[src/reset_seq_pkg.sv]
package reset_seq_pkg;

    // Watchdog oscillator tick counts and system clock count
    localparam int WDT_SYSTEM_COUNT = 514;
    localparam int WDT_SHORT_COUNT = 66;
    localparam int SYS_CLK_COUNT = 16;
    localparam int WDT_CNT_W = 10;
    localparam int SYS_CNT_W = 5;

    // Reset vector location in program memory
    localparam logic [15:0] VECTOR_ADDR_HI = 16'h0002;
    localparam logic [15:0] VECTOR_ADDR_LO = 16'h0003;
    localparam logic [15:0] PC_RESET_VALUE = 16'h0000;

    // Debugger control register field
    localparam int DBG_CTL_RESET_BIT = 1;

    // Reset request inputs
    typedef struct packed {
        logic por_bor;
        logic wdt_timeout;
        logic wdt_reset_cfg;
        logic ext_reset_n;
        logic debug_pin;
        logic stop_mode;
    } reset_sources_t;

    // Causes seen in the current or last sequence
    typedef struct packed {
        logic por_bor;
        logic watchdog;
        logic ext_pin;
        logic debugger;
        logic debug_pin;
    } reset_cause_t;

    localparam reset_cause_t CAUSE_POWER_ON = 5'h10;

    // Sequencer states, one-hot
    typedef enum logic [4:0] {
        ST_WDT_COUNT = 5'h01,
        ST_SYS_COUNT = 5'h02,
        ST_FETCH_HI = 5'h04,
        ST_FETCH_LO = 5'h08,
        ST_RUN = 5'h10
    } seq_state_t;

endpackage : reset_seq_pkg

[src/reset_sequencer.sv]
`timescale 1ns/1ps
module reset_sequencer #(
    parameter int WDT_SYSTEM_CYCLES = reset_seq_pkg::WDT_SYSTEM_COUNT,
    parameter int WDT_SHORT_CYCLES = reset_seq_pkg::WDT_SHORT_COUNT,
    parameter int SYS_CYCLES = reset_seq_pkg::SYS_CLK_COUNT
) (
    // Clock and reset
    input wire logic clk,
    input wire logic rst,
    // Watchdog oscillator cycle enable
    input wire logic wdt_osc_tick,
    // Reset request sources
    input wire reset_seq_pkg::reset_sources_t sources,
    input wire logic [7:0] debugger_control_register,
    // Reset outputs
    output logic core_reset,
    output logic periph_reset,
    output logic debugger_reset,
    output logic ctrl_reg_load,
    output logic sys_clk_enable,
    // Reset vector fetch
    output logic vec_rd_en,
    output logic [15:0] vec_addr,
    input wire logic [7:0] vec_data,
    output logic pc_load,
    output logic [15:0] pc_value,
    // Status
    output logic reset_is_system,
    output reset_seq_pkg::reset_cause_t reset_cause
);
    import reset_seq_pkg::*;

    seq_state_t state_reg;
    seq_state_t state_next;
    logic is_system_reg;
    logic is_system_next;
    logic dbg_bit_prev_reg;
    logic dbg_edge;
    logic pin_active;
    logic stop_debug_low;
    logic wdt_reset_req;
    logic sys_req;
    logic short_req;
    logic any_req;
    logic in_reset;
    logic wdt_done;
    logic sys_done;
    logic sys_restart;
    logic pc_load_reg;
    logic [15:0] vec_addr_reg;
    logic [15:0] pc_value_reg;
    logic [WDT_CNT_W-1:0] wdt_target;
    reset_cause_t cause_reg;
    reset_cause_t cause_now;

    // Parameter sanity
    initial begin
        if (WDT_SYSTEM_CYCLES < 1 || WDT_SYSTEM_CYCLES >= (1 << WDT_CNT_W))
            $error("reset_sequencer: WDT_SYSTEM_CYCLES out of range");
        if (WDT_SHORT_CYCLES < 1 || WDT_SHORT_CYCLES > WDT_SYSTEM_CYCLES)
            $error("reset_sequencer: WDT_SHORT_CYCLES out of range");
        if (SYS_CYCLES < 1 || SYS_CYCLES >= (1 << SYS_CNT_W))
            $error("reset_sequencer: SYS_CYCLES out of range");
    end

    // Debugger reset bit, acted on at its rising edge
    always_ff @(posedge clk or posedge rst) begin
        if (rst) begin
            dbg_bit_prev_reg <= 1'b0;
        end else begin
            dbg_bit_prev_reg <= debugger_control_register[DBG_CTL_RESET_BIT];
        end
    end

    assign dbg_edge = debugger_control_register[DBG_CTL_RESET_BIT] && !dbg_bit_prev_reg;

    // Source classification by operating mode
    always_comb begin
        pin_active = !sources.ext_reset_n;
        stop_debug_low = sources.stop_mode && !sources.debug_pin;
        wdt_reset_req = !sources.stop_mode && sources.wdt_timeout && sources.wdt_reset_cfg;
        sys_req = sources.por_bor
            || dbg_edge
            || (sources.stop_mode && pin_active)
            || stop_debug_low;
        short_req = !sources.stop_mode && pin_active
            || wdt_reset_req;
        any_req = sys_req || short_req;
    end

    // Causes raised this cycle
    always_comb begin
        cause_now.por_bor = sources.por_bor;
        cause_now.watchdog = wdt_reset_req;
        cause_now.ext_pin = pin_active;
        cause_now.debugger = dbg_edge;
        cause_now.debug_pin = stop_debug_low;
    end

    assign in_reset = (state_reg != ST_RUN);

    // Reset type; a short request downgrades a system sequence except during the watchdog tick count
    always_comb begin
        is_system_next = is_system_reg;
        if (sys_req) begin
            is_system_next = 1'b1;
        end else if (short_req && !in_reset) begin
            is_system_next = 1'b0;
        end else if (short_req && state_reg != ST_WDT_COUNT) begin
            is_system_next = 1'b0;
        end
    end

    always_ff @(posedge clk or posedge rst) begin
        if (rst) begin
            is_system_reg <= 1'b1;
        end else begin
            is_system_reg <= is_system_next;
        end
    end

    // Cause record: replaced on a fresh sequence, accumulated during one
    always_ff @(posedge clk or posedge rst) begin
        if (rst) begin
            cause_reg <= CAUSE_POWER_ON;
        end else if (any_req && !in_reset) begin
            cause_reg <= cause_now;
        end else if (any_req) begin
            cause_reg <= cause_reg | cause_now;
        end
    end

    // Watchdog tick count target follows the reset type
    assign wdt_target = is_system_reg ? WDT_CNT_W'(WDT_SYSTEM_CYCLES)
                                      : WDT_CNT_W'(WDT_SHORT_CYCLES);

    // Watchdog oscillator cycle counter, restarted by any request
    tick_counter #(
        .WIDTH(WDT_CNT_W)
    ) wdt_counter (
        .clk(clk),
        .rst(rst),
        .restart(any_req),
        .tick(wdt_osc_tick && state_reg == ST_WDT_COUNT),
        .target(wdt_target),
        .done(wdt_done)
    );

    assign sys_restart = any_req || state_reg != ST_SYS_COUNT;

    // System clock cycle counter; counting 0 to SYS_CYCLES-1 gives exactly SYS_CYCLES cycles
    tick_counter #(
        .WIDTH(SYS_CNT_W)
    ) sys_counter (
        .clk(clk),
        .rst(rst),
        .restart(sys_restart),
        .tick(1'b1),
        .target(SYS_CNT_W'(SYS_CYCLES - 1)),
        .done(sys_done)
    );

    // Sequencer state transitions
    always_comb begin
        state_next = state_reg;
        if (any_req) begin
            state_next = ST_WDT_COUNT;
        end else begin
            unique case (state_reg)
                ST_WDT_COUNT: begin
                    if (wdt_done) state_next = ST_SYS_COUNT;
                end
                ST_SYS_COUNT: begin
                    if (sys_done) state_next = ST_FETCH_HI;
                end
                ST_FETCH_HI: begin
                    state_next = ST_FETCH_LO;
                end
                ST_FETCH_LO: begin
                    state_next = ST_RUN;
                end
                ST_RUN: begin
                    state_next = ST_RUN;
                end
                default: begin
                    state_next = ST_WDT_COUNT;
                end
            endcase
        end
    end

    always_ff @(posedge clk or posedge rst) begin
        if (rst) begin
            state_reg <= ST_WDT_COUNT;
        end else begin
            state_reg <= state_next;
        end
    end

    // Vector address registered from the next state, so it is valid in the same state as the read
    always_ff @(posedge clk or posedge rst) begin
        if (rst) begin
            vec_addr_reg <= VECTOR_ADDR_HI;
        end else if (state_next == ST_FETCH_LO) begin
            vec_addr_reg <= VECTOR_ADDR_LO;
        end else begin
            vec_addr_reg <= VECTOR_ADDR_HI;
        end
    end

    // Vector bytes, high then low, captured into the program counter
    always_ff @(posedge clk or posedge rst) begin
        if (rst) begin
            pc_value_reg <= PC_RESET_VALUE;
        end else if (!any_req && state_reg == ST_FETCH_HI) begin
            pc_value_reg[15:8] <= vec_data;
        end else if (!any_req && state_reg == ST_FETCH_LO) begin
            pc_value_reg[7:0] <= vec_data;
        end
    end

    // One-cycle program counter load as the core is released
    always_ff @(posedge clk or posedge rst) begin
        if (rst) begin
            pc_load_reg <= 1'b0;
        end else begin
            pc_load_reg <= !any_req && state_reg == ST_FETCH_LO;
        end
    end

    // Core and peripherals idle through counts and vector fetch
    assign core_reset = in_reset;
    assign periph_reset = in_reset;
    assign ctrl_reg_load = in_reset;
    // System clock held off during the watchdog tick count
    assign sys_clk_enable = (state_reg != ST_WDT_COUNT);
    // Debugger spared when its own bit was the only cause
    assign debugger_reset = in_reset && (cause_reg != 5'h02);
    assign vec_rd_en = (state_reg == ST_FETCH_HI) || (state_reg == ST_FETCH_LO);
    assign vec_addr = vec_addr_reg;
    assign pc_load = pc_load_reg;
    assign pc_value = pc_value_reg;
    assign reset_is_system = is_system_reg;
    assign reset_cause = cause_reg;

endmodule : reset_sequencer

[src/tick_counter.sv]
`timescale 1ns/1ps
module tick_counter #(
    parameter int WIDTH = 10
) (
    // Clock and reset
    input wire logic clk,
    input wire logic rst,
    // Control
    input wire logic restart,
    input wire logic tick,
    input wire logic [WIDTH-1:0] target,
    // Status
    output logic done
);
    import reset_seq_pkg::*;

    logic [WIDTH-1:0] count_reg;

    initial begin
        if (WIDTH < 1) $error("tick_counter: WIDTH must be positive");
    end

    // Count enable ticks up to the target, clear on restart
    always_ff @(posedge clk or posedge rst) begin
        if (rst) begin
            count_reg <= '0;
        end else if (restart) begin
            count_reg <= '0;
        end else if (tick && !done) begin
            count_reg <= count_reg + WIDTH'(1);
        end
    end

    assign done = (count_reg == target);

endmodule : tick_counter

[config.mk]
export PLATFORM = sky130hd
export DESIGN_NAME = reset_sequencer
export DESIGN_NICKNAME = d
export VERILOG_FILES = /design/src/reset_seq_pkg.sv /design/src/reset_sequencer.sv /design/src/tick_counter.sv
export SDC_FILE = /design/constraint.sdc
export NUM_CORES = 1
export LEC_CHECK = 0
export BUFFER_PORTS_ARGS = -buffer_cell sky130_fd_sc_hd__buf_2
export CORE_ASPECT_RATIO = 1.4
export CORE_UTILIZATION = 30
export DETAILED_ROUTE_END_ITERATION = 16
export PLACE_DENSITY_LB_ADDON = 0.15
export SYNTH_ARGS = -nofsm -noshare
export SYNTH_HDL_FRONTEND = slang
export SYNTH_SLANG_ARGS = --single-unit
[constraint.sdc]
create_clock -name clk -period 1.9 [get_ports clk]
set_input_delay 0.285 -clock clk [delete_from_list [all_inputs] [get_ports clk]]
set_output_delay 0.285 -clock clk [all_outputs]
set_load 0.1 [all_outputs]
==> key figures <==
Status
  – Run status: completed

Synth
  – Mapped Cells: 198
  – Post-synth top cells: dfrtp_1 (42), buf_4 (17), mux2_4 (16), nor2_1 (14), nand2_1 (7)
  – Share of the synthesized area in the top cell type: 0.457
  – Cell Area, Synth: between 2000 and 2500 um^2
  – Synth area leader: dfrtp_1
  – Post-synth cell types: 51
  – Average cell area after synthesis: around 12 um^2
  – EDFF count, synth: 0
  – FFs w/ async S/R, synth: 1.00
  – Area contributors post-synth: dfrtp_1 (46%), mux2_4 (10%), buf_4 (5.5%)
  – FF+latch count, synth: 45
  – Main synth FF type: dfrtp_1
  – Synth warn: 0
  – Most frequent cell after synthesis: dfrtp_1
  – Register area share after synthesis: 0.491

Power and ir drop
  – Sw Pwr: approximately 0.5 mW
  – Gate power share: 0.117
  – Leakage: around 1.4 nW
  – Switching Fraction: 0.258
  – Final Total Pwr: 1.93 mW
  – PwrDens: 662 nW/um^2
  – Internal power: roughly 1.4 mW
  – Seq pwr share: 0.499
  – Clock network power share: 0.384
  – VDD IR-drop max: between 0.0003 and 0.0004 V

Global routing
  – Vias in the first global route: between 1,500 and 2,000
  – GRT Resource Usage Total: 0.127
  – Antenna violations before repair: 0
  – Largest net degree at the start of global routing: 27
  – First-pass GRT wire length: between 8 and 9 mm
  – Total gr overflow: 0

Timing
  – Max-slew violations: 0
  – Worst slew margin: 0.497
  – Final min period: 1.89 ns
  – Clk_skew: roughly 0.0096 ns
  – Max Fclk: roughly 0.53 GHz
  – Final Hold Vio Count: 0
  – Slew @ Worst Pin: 0.750 ns
  – Min setup slack post-route: approximately 0.012 ns
  – Post-route clock period utilization: 0.993
  – Finish-stage setup viols: 0
  – RSZ-0062 raised after global routing: yes

Final layout
  – Share of layout cells above drive strength 1: 0.402
  – Nets: ~290
  – Max reg flops: 16
  – Area Growth Syn to Fin: 26.5%
  – Ant. Diodes: 0
  – Final instance area: 2910 um^2
  – Fin cells: 358

Route
  – # DRC: 0
  – Wirelength, routed: about 4.8 mm
  – Wire per inst: approximately 13 um
  – Initial DRT Pass Iterations: 6
  – Vias/cell: 4.59
  – Routed Antenna Nets: 0
  – Via count: 1,645
  – DR iter-0 viols: 37

Floorplanning
  – FP Rows: 37
  – Die area: approximately 8000 um^2
  – Initial Util: 0.311
  – Die X: ~76 um
  – IO Pins: 70
  – Chip Height: around 110 um
  – Core area: 7410 um^2

Setup path
  – Setup CP Type: flop to primary output
  – Required @ worst endpoint: 1.62 ns
  – Critical path launch point: reset_cause[4]
  – CP endpoint: debugger_reset
  – Reg2reg end: wdt_counter.count_reg[5]
  – Crit end category: primary output
  – Worst setup SP type: flop
  – Cell count of the worst reg-to-reg path: 6
  – Critical path arrival: around 1.6 ns
  – Crit path max fanout: 3
  – Worst R2R Setup Slack: 0.10 ns
  – R2r startpoint: state_reg[0]

Place
  – Hpwl dp: around 3.5 mm
  – Placement Cell Area: between 2000 and 3000 um^2
  – DP Worst Slack: -0.0689 ns
  – IO buf count: 47
  – Dpl cells: approximately 350
  – Final RePlAce weighted congestion: 0.780

Clock network
  – Max clock buf depth: 2
  – Clk slew on worst S/H paths: ~0.090 ns
  – Worst skew pair latency: ~0.29 ns
  – H-tree depth: 2
  – CTS Buf Count: 5
  – Clock Sinks: 45
  – Root Driver: clkbuf_8
  – CTS tree: done
  – Hold Buf Count CTS: 0

Hold path
  – Hold Path Class: input pin to asynchronous set/reset pin

Job
  – Max Cap Viol: 0
[worst min path at each step]
stage / to / slack [ns]
5_1_grt: pc_value[0] / 0.05
3_3_place_gp: pc_value[8] / 0.37
2_1_floorplan: dbg_bit_prev_reg / 0.32
3_5_place_dp: pc_value[8] / 0.36
6_report: pc_value[0] / 0.02
4_1_cts: pc_value[12] / 0.04
[logic make-up (layout without fill, tap and decap cells)]
kind of cell    count (synthesis)  after routing  share of synthesized area
simple gates                   62             62                      0.157
flops                          45             45                      0.491
compound gates                 30             30                      0.103
buf+inv                        30             80                     0.0843
mux                            17             17                      0.109
xor+xnor                        8              8                     0.0305
fa+ha+maj                       4              4                     0.0218
other cells                     2             15                    0.00326
[power by group through the flow]
stage	Sequential (mW)	Combinational, mW	Clock (mW)
finish	0.962	0.225	0.740
global route	0.962	0.238	0.817
CTS	0.962	0.228	0.782
detailed placement	0.980	0.228	0
global placement	0.980	0.228	0
floorplan	0.980	0.196	0
[final cells by class]
type | instances | area, um^2
fillers | 755 | 4500
flip-flops and latches | 45 | 1130
multi-input cells | 136 | 1060
repair buffers | 67 | 459
well taps | 97 | 121
clock buffers | 7 | 86.3
clock inverters | 1 | 30.0
inverters | 5 | 18.8
[what timing repair did]
item                       in CTS  in global routing
setup endpoints to repair       1                  8
pin swaps                       2                  1
setup buffers                   0                  1
resized for setup               5                  4
[layout by cell type, fill, tap and decap left out, types with 2 or more instances in the layout]
cell,count
or4_1,3
nor2_1,13
buf_4,17
conb_1,15
nor2b_1,2
o211ai_1,2
nor2_2,2
xor2_1,6
o21ai_0,5
and4b_1,2
nand3b_1,2
nand2_1,7
dfrtp_1,41
dfstp_2,3
buf_12,5
nand4_1,3
ha_1,4
buf_2,44
nand3_1,4
nor3_1,2
and3_1,2
or3_1,6
inv_1,4
mux2_4,16
clkbuf_8,6
a31oi_1,3
a21o_1,2
xnor2_1,2
a21oi_1,6
[stage by stage]
stage	setup TNS, ns	utilization	hold WS (ns)
after floorplan	-0.815	-	0.316
after global placement	-1.41	0.372	0.365
after detailed placement	-1.34	0.372	0.364
after CTS	0	0.390	0.0370
after global routing	-0.156	0.393	0.0497
final	0	0.393	0.0156
[worst max-delay path, cell delays in order, from the launching register on]
cell and delay [ns]:
dfstp_2 0.39, or4b_4 0.52, o21a_1 0.22, buf_12 0.17
[routing by layer]
| layer | global-route usage | vias to the layer above | share of wire |
|---|---|---|---|
| li1 | - | 793 | - |
| met1 | 0.154 | 798 | 0.44 |
| met2 | 0.216 | 48 | 0.51 |
| met3 | 0.0312 | 6 | 0.040 |
| met4 | 0.0481 | 0 | 0.016 |
| met5 | 0 | - | 0 |
No activity file was read; power rests on OpenSTA's default activity.
